<file path="src/pkg/fns_pkg.sv">
// Shared constants and types for the synthesizer control logic
package fns_pkg;

    // Serial word and register selection
    localparam int WORD_W = 24;
    localparam logic [1:0] SEL_FEEDBACK = 2'h0;
    localparam logic [1:0] SEL_REFERENCE = 2'h1;
    localparam logic [1:0] SEL_CONTROL = 2'h2;
    localparam logic [1:0] SEL_NOISE_SPUR = 2'h3;

    // Feedback divider word fields
    localparam int FB_FAST_BIT = 23;
    localparam int FB_INT_LSB = 14;
    localparam int FB_INT_W = 9;
    localparam int FB_FRACTION_NUMERATOR_LSB = 2;
    localparam int FRACTION_NUMERATOR_W = 12;

    // Reference divider word fields
    localparam int RD_LOAD_BIT = 23;
    localparam int RD_MON_LSB = 20;
    localparam int MON_W = 3;
    localparam int RD_PRESCALER_BIT = 18;
    localparam int RD_RDIV_LSB = 14;
    localparam int RDIV_W = 4;
    localparam int RD_MOD_LSB = 2;

    // Control word fields
    localparam int CT_CNT_RST_BIT = 2;
    localparam int CT_CP_TRI_BIT = 3;
    localparam int CT_PWR_DOWN_BIT = 4;
    localparam int CT_PRECISION_BIT = 5;
    localparam int CT_POLARITY_BIT = 6;
    localparam int CT_CP_CUR_LSB = 7;
    localparam int CP_CUR_W = 4;
    localparam int CT_DOUBLER_BIT = 11;

    // Noise and spur word field
    localparam int NS_MODE_LSB = 2;

    // Reset values
    localparam logic [WORD_W-1:0] WORD_RESET = 24'h000000;
    localparam logic [FRACTION_NUMERATOR_W-1:0] MOD_RESET = 12'h000;

    // Timing
    localparam int CLK_PERIOD_NS = 10;
    localparam int LOCK_WIN_NS = 15;
    localparam int UNLOCK_NS = 30;
    localparam int LOCK_WIN_CYC = (LOCK_WIN_NS / CLK_PERIOD_NS < 1) ? 1 :
        LOCK_WIN_NS / CLK_PERIOD_NS;
    localparam int UNLOCK_CYC = (UNLOCK_NS + CLK_PERIOD_NS - 1) / CLK_PERIOD_NS;
    localparam int LOCK_COUNT_LOW = 24;
    localparam int LOCK_COUNT_HIGH = 40;
    localparam int FAST_CP_MULT = 16;

    typedef enum logic [2:0] {
        MON_TRISTATE,
        MON_DIGITAL_LOCK,
        MON_FEEDBACK_DIV,
        MON_LOGIC_HIGH,
        MON_REFERENCE_DIV,
        MON_ANALOG_LOCK,
        MON_FAST_SWITCH,
        MON_LOGIC_LOW
    } fns_mon_e;

    typedef enum logic [1:0] {
        NS_LOWEST_SPUR,
        NS_LOW_NOISE_SPUR,
        NS_RESERVED,
        NS_LOWEST_NOISE
    } fns_noise_e;

    typedef struct packed {
        logic [WORD_W-1:0] data;
        logic valid;
    } fns_word_s;

    typedef struct packed {
        logic [FB_INT_W-1:0] int_value;
        logic [FRACTION_NUMERATOR_W-1:0] fraction_numerator;
        logic [FRACTION_NUMERATOR_W-1:0] fraction_modulus;
        logic [RDIV_W-1:0] ref_div;
        logic prescaler_89;
        logic pd_polarity;
    } fns_div_s;

endpackage : fns_pkg

</file>
<file path="src/verilog/fns_serial_rx.sv">
// Three-wire serial word receiver
`timescale 1ns/1ps
`default_nettype none
module fns_serial_rx
(
    input wire logic core_clk,
    input wire logic rst,
    input wire logic clk_en,
    input wire logic ser_clk,
    input wire logic ser_data,
    input wire logic ser_load,
    output fns_pkg::fns_word_s word
);

    logic [2:0] sync1_reg;
    logic [2:0] sync2_reg;
    logic clk_prev_reg;
    logic load_prev_reg;
    logic [fns_pkg::WORD_W-1:0] shift_reg;
    fns_pkg::fns_word_s word_reg;
    wire clk_rise;
    wire load_rise;

    ////////////////////////////////////////////////////////////////////////
    // Pin synchronisers and edge detection
    always_ff @(posedge core_clk or posedge rst)
    begin
        if (rst)
        begin
            sync1_reg <= 3'h0;
            sync2_reg <= 3'h0;
            clk_prev_reg <= 1'b0;
            load_prev_reg <= 1'b0;
        end
        else if (clk_en)
        begin
            sync1_reg <= {ser_load, ser_data, ser_clk};
            sync2_reg <= sync1_reg;
            clk_prev_reg <= sync2_reg[0];
            load_prev_reg <= sync2_reg[2];
        end
    end

    assign clk_rise = sync2_reg[0] & ~clk_prev_reg;
    assign load_rise = sync2_reg[2] & ~load_prev_reg;

    ////////////////////////////////////////////////////////////////////////
    // Shift in MSB first, latch on load strobe
    always_ff @(posedge core_clk or posedge rst)
    begin
        if (rst)
        begin
            shift_reg <= fns_pkg::WORD_RESET;
            word_reg <= '0;
        end
        else if (clk_en)
        begin
            if (clk_rise)
                shift_reg <= {shift_reg[fns_pkg::WORD_W-2:0], sync2_reg[1]};
            word_reg.valid <= load_rise;
            if (load_rise)
                word_reg.data <= shift_reg;
        end
    end

    assign word = word_reg;

endmodule : fns_serial_rx
`default_nettype wire

</file>
<file path="src/verilog/fns_lock_detect.sv">
// Digital lock detector on PFD phase error
`timescale 1ns/1ps
`default_nettype none
module fns_lock_detect
(
    input wire logic core_clk,
    input wire logic rst,
    input wire logic clk_en,
    input wire logic clear,
    input wire logic precise,
    input wire logic ref_tick,
    input wire logic fb_tick,
    output logic locked
);

    logic run_reg;
    logic [7:0] err_reg;
    logic [5:0] good_reg;
    logic locked_reg;
    wire both;
    wire one;
    wire done;
    wire start;
    wire [7:0] err_val;
    wire good;
    wire bad;
    wire [5:0] target;
    wire [5:0] good_next;

    ////////////////////////////////////////////////////////////////////////
    // Phase error measurement between the two edges
    assign both = ref_tick & fb_tick;
    assign one = ref_tick ^ fb_tick;
    assign done = both | (run_reg & one);
    assign start = one & ~run_reg;
    assign err_val = both ? 8'h00 : ((err_reg == 8'hff) ? 8'hff : err_reg + 8'h01);
    assign good = done & (err_val <= 8'(fns_pkg::LOCK_WIN_CYC));
    assign bad = (done | run_reg) & (err_val > 8'(fns_pkg::UNLOCK_CYC));
    assign target = precise ? 6'(fns_pkg::LOCK_COUNT_HIGH) :
        6'(fns_pkg::LOCK_COUNT_LOW);
    assign good_next = (good_reg >= target) ? target : good_reg + 6'h01;

    always_ff @(posedge core_clk or posedge rst)
    begin
        if (rst)
        begin
            run_reg <= 1'b0;
            err_reg <= 8'h00;
            good_reg <= 6'h00;
            locked_reg <= 1'b0;
        end
        else if (clk_en)
        begin
            if (clear)
            begin
                run_reg <= 1'b0;
                err_reg <= 8'h00;
                good_reg <= 6'h00;
                locked_reg <= 1'b0;
            end
            else
            begin
                run_reg <= start | (run_reg & ~done);
                err_reg <= (run_reg & ~done) ? err_val : 8'h00;
                if (done)
                    good_reg <= good ? good_next : 6'h00;
                if (bad)
                    locked_reg <= 1'b0;
                else if (good && good_next >= target)
                    locked_reg <= 1'b1;
            end
        end
    end

    assign locked = locked_reg;

endmodule : fns_lock_detect
`default_nettype wire

</file>
<file path="src/verilog/fns_control_regs.sv">
// Register bank and control logic of the fractional-N synthesizer
// Operation
// - Nine-bit integer field sets feedback integer
// - Fast lock: 16x current until timer expires
// - Select bits 01 store reference divider word
// - Load bit high loads fast-lock timer
// - Monitor output follows three-bit select field
// - Lock after enough in-window PFD cycles
// - Lock holds until new channel or error
// - Precision bit picks 24 or 40 cycles
// - Reference divided by four-bit ratio 1..15
// - Twelve-bit field is modulus or timer
// - New modulus applies after feedback word write
// - Counter reset bit holds counters in reset
// - Three-state bit floats the charge pump
// - Power-down bit, registers kept intact
// - Power-down resets counters, pump, lock detect
// - Four-bit field sets charge pump current
// - Doubler bit selects one or both edges
// - Select bits 11 store noise/spur word
// - Noise mode sets dither and pump region
// - Select bits 00 store feedback divider word
`timescale 1ns/1ps
`default_nettype none
module fns_control_regs
#(
    parameter int TIMER_W = 12
)
(
    input wire logic core_clk,
    input wire logic rst,
    input wire logic clk_en,
    input wire logic ser_clk,
    input wire logic ser_data,
    input wire logic ser_load,
    input wire logic reference_input,
    input wire logic fb_div_in,
    output fns_pkg::fns_div_s div_cfg,
    output logic [fns_pkg::CP_CUR_W-1:0] cp_current,
    output logic cp_fast,
    output logic cp_three_state,
    output logic cp_low_noise,
    output logic dither_en,
    output logic counters_reset,
    output logic power_down,
    output logic ref_tick,
    output logic lock_detect,
    output logic mon_out,
    output logic mon_oe
);

    ////////////////////////////////////////////////////////////////////////
    // Declarations
    fns_pkg::fns_word_s word;
    logic [fns_pkg::WORD_W-1:0] fb_word_reg;
    logic [fns_pkg::WORD_W-1:0] rd_word_reg;
    logic [fns_pkg::WORD_W-1:0] ct_word_reg;
    logic [fns_pkg::WORD_W-1:0] ns_word_reg;
    logic [fns_pkg::FRACTION_NUMERATOR_W-1:0] mod_pending_reg;
    logic [fns_pkg::FRACTION_NUMERATOR_W-1:0] mod_active_reg;
    logic [TIMER_W-1:0] timer_load_reg;
    logic [TIMER_W-1:0] timer_reg;
    logic [1:0] ref_sync_reg;
    logic [1:0] fb_sync_reg;
    logic ref_prev_reg;
    logic fb_prev_reg;
    logic [fns_pkg::RDIV_W-1:0] rcnt_reg;
    logic ref_tick_reg;
    logic mon_out_reg;
    logic mon_oe_reg;
    logic locked;
    wire [1:0] sel;
    wire wr_fb;
    wire wr_rd;
    wire wr_ct;
    wire wr_ns;
    wire load_timer;
    wire [fns_pkg::FRACTION_NUMERATOR_W-1:0] wr_field;
    wire cnt_rst_bit;
    wire cp_tri_bit;
    wire pd_bit;
    wire precision_bit;
    wire doubler_bit;
    wire hold_counters;
    wire ref_rise;
    wire ref_fall;
    wire ref_edge;
    wire fb_tick;
    wire [fns_pkg::RDIV_W-1:0] r_ratio;
    wire r_wrap;
    wire fast_active;
    wire lock_clear;
    wire [fns_pkg::MON_W-1:0] mon_sel;
    fns_pkg::fns_noise_e ns_mode;
    logic mon_level;
    logic mon_drive;

    ////////////////////////////////////////////////////////////////////////
    // Serial input register, active also in power-down
    fns_serial_rx u_serial_rx
    (
        .core_clk(core_clk),
        .rst(rst),
        .clk_en(clk_en),
        .ser_clk(ser_clk),
        .ser_data(ser_data),
        .ser_load(ser_load),
        .word(word)
    );

    ////////////////////////////////////////////////////////////////////////
    // Word decode by the two select bits
    assign sel = word.data[1:0];
    assign wr_fb = word.valid && sel == fns_pkg::SEL_FEEDBACK;
    assign wr_rd = word.valid && sel == fns_pkg::SEL_REFERENCE;
    assign wr_ct = word.valid && sel == fns_pkg::SEL_CONTROL;
    assign wr_ns = word.valid && sel == fns_pkg::SEL_NOISE_SPUR;
    assign load_timer = word.data[fns_pkg::RD_LOAD_BIT];
    assign wr_field = word.data[fns_pkg::RD_MOD_LSB +: fns_pkg::FRACTION_NUMERATOR_W];

    ////////////////////////////////////////////////////////////////////////
    // Write-only word storage
    always_ff @(posedge core_clk or posedge rst)
    begin
        if (rst)
        begin
            fb_word_reg <= fns_pkg::WORD_RESET;
            rd_word_reg <= fns_pkg::WORD_RESET;
            ct_word_reg <= fns_pkg::WORD_RESET;
            ns_word_reg <= fns_pkg::WORD_RESET;
        end
        else if (clk_en)
        begin
            if (wr_fb)
                fb_word_reg <= word.data;
            if (wr_rd && !load_timer)
                rd_word_reg <= word.data;
            if (wr_ct)
                ct_word_reg <= word.data;
            if (wr_ns)
                ns_word_reg <= word.data;
        end
    end

    ////////////////////////////////////////////////////////////////////////
    // Double-buffered modulus and timer load
    always_ff @(posedge core_clk or posedge rst)
    begin
        if (rst)
        begin
            mod_pending_reg <= fns_pkg::MOD_RESET;
            mod_active_reg <= fns_pkg::MOD_RESET;
            timer_load_reg <= '0;
        end
        else if (clk_en)
        begin
            if (wr_rd && load_timer)
                timer_load_reg <= TIMER_W'(wr_field);
            if (wr_rd && !load_timer)
                mod_pending_reg <= wr_field;
            if (wr_fb)
                mod_active_reg <= mod_pending_reg;
        end
    end

    ////////////////////////////////////////////////////////////////////////
    // Control word fields
    assign cnt_rst_bit = ct_word_reg[fns_pkg::CT_CNT_RST_BIT];
    assign cp_tri_bit = ct_word_reg[fns_pkg::CT_CP_TRI_BIT];
    assign pd_bit = ct_word_reg[fns_pkg::CT_PWR_DOWN_BIT];
    assign precision_bit = ct_word_reg[fns_pkg::CT_PRECISION_BIT];
    assign doubler_bit = ct_word_reg[fns_pkg::CT_DOUBLER_BIT];
    assign hold_counters = cnt_rst_bit | pd_bit;

    assign power_down = pd_bit;
    assign counters_reset = hold_counters;
    assign cp_three_state = cp_tri_bit | pd_bit;
    assign cp_current = ct_word_reg[fns_pkg::CT_CP_CUR_LSB +: fns_pkg::CP_CUR_W];

    assign div_cfg.int_value = fb_word_reg[fns_pkg::FB_INT_LSB +: fns_pkg::FB_INT_W];
    assign div_cfg.fraction_numerator = fb_word_reg[fns_pkg::FB_FRACTION_NUMERATOR_LSB +: fns_pkg::FRACTION_NUMERATOR_W];
    assign div_cfg.fraction_modulus = mod_active_reg;
    assign div_cfg.ref_div = rd_word_reg[fns_pkg::RD_RDIV_LSB +: fns_pkg::RDIV_W];
    assign div_cfg.prescaler_89 = rd_word_reg[fns_pkg::RD_PRESCALER_BIT];
    assign div_cfg.pd_polarity = ct_word_reg[fns_pkg::CT_POLARITY_BIT];

    ////////////////////////////////////////////////////////////////////////
    // Noise and spur mode
    assign ns_mode = fns_pkg::fns_noise_e'(ns_word_reg[fns_pkg::NS_MODE_LSB +: 2]);
    assign dither_en = ns_mode == fns_pkg::NS_LOWEST_SPUR;
    assign cp_low_noise = ns_mode == fns_pkg::NS_LOWEST_NOISE;

    ////////////////////////////////////////////////////////////////////////
    // Reference and feedback pin synchronisers
    always_ff @(posedge core_clk or posedge rst)
    begin
        if (rst)
        begin
            ref_sync_reg <= 2'h0;
            fb_sync_reg <= 2'h0;
            ref_prev_reg <= 1'b0;
            fb_prev_reg <= 1'b0;
        end
        else if (clk_en)
        begin
            ref_sync_reg <= {ref_sync_reg[0], reference_input};
            fb_sync_reg <= {fb_sync_reg[0], fb_div_in};
            ref_prev_reg <= ref_sync_reg[1];
            fb_prev_reg <= fb_sync_reg[1];
        end
    end

    assign ref_rise = ref_sync_reg[1] & ~ref_prev_reg;
    assign ref_fall = ~ref_sync_reg[1] & ref_prev_reg;
    assign ref_edge = doubler_bit ? (ref_rise | ref_fall) : ref_fall;
    assign fb_tick = fb_sync_reg[1] & ~fb_prev_reg & ~hold_counters;

    ////////////////////////////////////////////////////////////////////////
    // Reference counter
    assign r_ratio = (div_cfg.ref_div == 4'h0) ? 4'h1 : div_cfg.ref_div;
    assign r_wrap = rcnt_reg >= r_ratio - 4'h1;

    always_ff @(posedge core_clk or posedge rst)
    begin
        if (rst)
        begin
            rcnt_reg <= 4'h0;
            ref_tick_reg <= 1'b0;
        end
        else if (clk_en)
        begin
            if (hold_counters)
            begin
                rcnt_reg <= 4'h0;
                ref_tick_reg <= 1'b0;
            end
            else
            begin
                ref_tick_reg <= ref_edge & r_wrap;
                if (ref_edge)
                    rcnt_reg <= r_wrap ? 4'h0 : rcnt_reg + 4'h1;
            end
        end
    end

    assign ref_tick = ref_tick_reg;

    ////////////////////////////////////////////////////////////////////////
    // Fast-lock timer, counted in PFD cycles
    assign fast_active = timer_reg != '0;

    always_ff @(posedge core_clk or posedge rst)
    begin
        if (rst)
            timer_reg <= '0;
        else if (clk_en)
        begin
            if (pd_bit)
                timer_reg <= '0;
            else if (wr_fb && word.data[fns_pkg::FB_FAST_BIT])
                timer_reg <= timer_load_reg;
            else if (ref_tick_reg && fast_active)
                timer_reg <= timer_reg - TIMER_W'(1);
        end
    end

    assign cp_fast = fast_active;

    ////////////////////////////////////////////////////////////////////////
    // Digital lock detect
    assign lock_clear = wr_fb | hold_counters;

    fns_lock_detect u_lock_detect
    (
        .core_clk(core_clk),
        .rst(rst),
        .clk_en(clk_en),
        .clear(lock_clear),
        .precise(precision_bit),
        .ref_tick(ref_tick_reg),
        .fb_tick(fb_tick),
        .locked(locked)
    );

    assign lock_detect = locked;

    ////////////////////////////////////////////////////////////////////////
    // Monitor output multiplexer
    assign mon_sel = rd_word_reg[fns_pkg::RD_MON_LSB +: fns_pkg::MON_W];

    always_comb
    begin
        mon_level = 1'b0;
        mon_drive = 1'b1;
        unique case (fns_pkg::fns_mon_e'(mon_sel))
            fns_pkg::MON_TRISTATE: mon_drive = 1'b0;
            fns_pkg::MON_DIGITAL_LOCK: mon_level = locked;
            fns_pkg::MON_FEEDBACK_DIV: mon_level = fb_sync_reg[1];
            fns_pkg::MON_LOGIC_HIGH: mon_level = 1'b1;
            fns_pkg::MON_REFERENCE_DIV: mon_level = ref_tick_reg;
            fns_pkg::MON_ANALOG_LOCK:
            begin
                mon_level = 1'b0;
                mon_drive = ~locked;
            end
            fns_pkg::MON_FAST_SWITCH:
            begin
                mon_level = 1'b0;
                mon_drive = fast_active;
            end
            fns_pkg::MON_LOGIC_LOW: mon_level = 1'b0;
        endcase
    end

    ////////////////////////////////////////////////////////////////////////
    // Registered monitor pin
    always_ff @(posedge core_clk or posedge rst)
    begin
        if (rst)
        begin
            mon_out_reg <= 1'b0;
            mon_oe_reg <= 1'b0;
        end
        else if (clk_en)
        begin
            mon_out_reg <= mon_level;
            mon_oe_reg <= mon_drive;
        end
    end

    assign mon_out = mon_out_reg;
    assign mon_oe = mon_oe_reg;

endmodule : fns_control_regs
`default_nettype wire

</file>
<file path="config.mk">
export PLATFORM = sky130hd
export DESIGN_NAME = fns_control_regs
export DESIGN_NICKNAME = d
export VERILOG_FILES = /design/src/pkg/fns_pkg.sv /design/src/verilog/fns_serial_rx.sv /design/src/verilog/fns_lock_detect.sv /design/src/verilog/fns_control_regs.sv
export SDC_FILE = /design/constraint.sdc
export NUM_CORES = 1
export LEC_CHECK = 0
export ABC_AREA = 1
export BUFFER_PORTS_ARGS = -buffer_cell sky130_fd_sc_hd__buf_2
export CORE_ASPECT_RATIO = 0.8
export CORE_MARGIN = 2
export CORE_UTILIZATION = 35
export CTS_CLUSTER_SIZE = 40
export DETAILED_ROUTE_END_ITERATION = 6
export GPL_ROUTABILITY_DRIVEN = 0
export PLACE_DENSITY = 0.62
export SYNTH_ARGS = -nofsm -noshare
export SYNTH_HDL_FRONTEND = slang
export SYNTH_SLANG_ARGS = --single-unit
</file>
<file path="constraint.sdc">
create_clock -name core_clk -period 5 [get_ports core_clk]
set_input_delay 0.5 -clock core_clk [delete_from_list [all_inputs] [get_ports core_clk]]
set_output_delay 0.5 -clock core_clk [all_outputs]
set_load 0.01 [all_outputs]
</file>
==> impl_metrics.ini <==
[status]
status = finished, final reports clean

[setup_path]
endpoint_kind = flop
setup.worst_path.class = reg2reg
start_kind = flop
reg2reg_from = ct_word_reg[4]$_DFFE_PP0P_
crit_start = ct_word_reg[4]$_DFFE_PP0P_
arrival_ns = 2.94
path_max_fanout = 6
cp_data_required_time_ns = 5.37

[cells_and_area]
areaGrowthSynthToFinish_pct = 13.6
largest_reg_flops = 25
drive_above_1_share_pct = 15.8
final_nets = 939
final_cell_mix = nand2_1 (237), dfrtp_1 (175), o21ai_0 (130), inv_1 (97), buf_2 (60)
final_common_cell = nand2_1
antenna_cells = 0

[route]
drtPass1Iterations = 5
wl_um = 16400
ant_nets = 0
drt-vias-per-instance = 4.61
drc = 0
drtIter0Drc = 430
wl_per_cell_um = 13.3
vias = 5659

[global_route]
grt_antenna_before_repair = 0
grt_usage_pct = 14.9
grt_pass1_wl_um = 27400
overflow = 0
grt_max_degree = 176
grt_pass1_vias = 5284

[min_path]
hold_class = in2reg
worstHoldStart = ser_load

[place]
dp_hpwl_um = 10900
port_buffers = 60
dp_slack_ns = 2.19

[timing]
timing.final.crit_period_ns = 2.57
slew_headroom_pct = 23.3
final_max_slew_viol_count = 0
clock_skew_ns = 0.0100
min_period_over_period_pct = 51.3
fmax_mhz = 390
hold_violations = 0
rsz0062_at_grt = false
worst_pin_slew_ns = 1.15
fin_tns_setup_ns = 0
hold_ws_ns = 0.268
finalSetupViolations = 0
worst_slack_ns = 2.43

[synthesis]
yosysSeqAreaShare_pct = 56.0
synth.avg_cell_area_um2 = 8.94
ys.flop_type = dfrtp_1
syn_nets = 898
ys_types = 40
synthArstFlopShare_pct = 100
syn-instance-count = 874
ys_ff_latch = 175
ys.warnings.count = 0
synth-edff-count = 0
syn-cell-area_mm2 = 0.00782

[clock_network]
clockRootBuffer = clkbuf_16
clk_latency_ns = 0.44
cts_buffer_depth = 2
clk_pin_slew_worst_paths_ns = 0.07
post_cts_resized = 0
cts_setup_buffers = 0
cts_made_buffers = 17
cts_tree = done
postCtsHoldBufs = 0
clkSinkCount = 175
htree_levels = 4

[pwr]
sw_frac_of_total_pct = 32.5
power.switching_mw = 1.24
seqPwrFrac_pct = 45.6
p_per_area_mw_per_mm2 = 427
combPwrFrac_pct = 20.5
power_mw = 3.80
power.leakage_nw = 4.33
internal-power_mw = 2.56
clock_power_share_pct = 33.9
ir_drop_v = 0.000236

[floorplan]
placementRows = 48
num_io_pins = 61
die_h_um = 138
die_width_um = 171
core_area_mm2 = 0.0217
start_util_pct = 36.0
die_area_mm2 = 0.0236

[flow_run]
cap_violations = 0
## logic make-up after synthesis
group                      synth area share, %
buffers and inverters                     7.71
muxes                                     2.00
AOI/OAI and AO/OA                         12.6
and+or+nand+nor                           18.4
adders and majority gates                 2.56
DFF                                       56.0
xor gates and xnor gates                 0.784
## cells in the mapped netlist (4+ instances only)
library cell,count,area (µm²)
nand4_1,4,25.0
a21oi_1,11,55.1
o21ai_1,6,30.0
nor2_1,45,169
dfrtp_1,175,4380
nand3_1,25,125
inv_1,98,368
o22ai_1,7,43.8
o21ai_0,130,651
nand2_1,238,893
inv_2,5,18.8
clkbuf_1,25,93.8
nor2_4,4,45.0
nand3_2,5,50.1
xnor2_1,4,35.0
mux2_2,13,146
nand2_2,5,31.3
o21ai_2,11,96.3
buf_4,11,82.6
ha_1,16,200
## power by group through the flow
stage	registers, mW	logic, mW	clock network (mW)
6_report	1.73	0.778	1.29
3_5_place_dp	1.75	0.787	0
5_1_grt	1.76	0.907	1.38
3_3_place_gp	1.75	0.768	0
4_1_cts	1.73	0.794	1.32
2_1_floorplan	1.73	0.602	0
## per-stage QoR
step | cells | area [µm²] | util, %
floorplan | 874 | 7820 | -
global placement | 1196 | 8320 | 38.3
detailed placement | 1196 | 8320 | 38.3
CTS | 1228 | 8880 | 40.9
global route | 1228 | 8880 | 40.9
finish | 1228 | 8880 | 40.9
## area by class of cell
| cell class | instances | area, µm² |
|---|---|---|
| tap | 300 | 375 |
| multi-input combinational | 554 | 2840 |
| fill | 2217 | 12900 |
| clock buffer | 19 | 433 |
| sequential | 175 | 4380 |
| timing repair buffer | 63 | 335 |
| clock inverter | 13 | 128 |
| inverter | 104 | 394 |
## worst paths after layout
check | end | slack, ns | cells after the start
min in group asynchronous | u_serial_rx.word[20]$_DFFE_PP0P_ | 0.31 | 3
worst max-delay path | u_lock_detect.good_reg[5]$_DFFE_PP0P_ | 2.43 | 9
worst max register to register | u_lock_detect.good_reg[5]$_DFFE_PP0P_ | 2.43 | 9
max in group asynchronous | mon_oe$_DFFE_PP0P_ | 3.98 | 3
worst min-delay path | u_serial_rx.sync1_reg[2]$_DFFE_PP0P_ | 0.27 | 3
worst min register to register | u_serial_rx.sync1_reg[2]$_DFFE_PP0P_ | 0.48 | 2
## worst max-delay path, stage by stage (launching register included)
cell     delay (ns)
dfrtp_1        0.48
nor2_1         0.25
inv_1          0.20
nor3_1         0.18
ha_1           0.27
inv_1          0.10
o21ai_2        0.09
o31ai_1        0.75
nand2_1        0.10
nand2_1        0.10
## metal layers
layer,vias to the layer above,routed length [µm],global-route usage (%)
met5,-,0,0
met4,0,182,4.52
met3,18,620,3.36
met2,81,7250,21.6
met1,2685,8330,22.2
li1,2875,-,-
(Power assumes the default switching activity.)
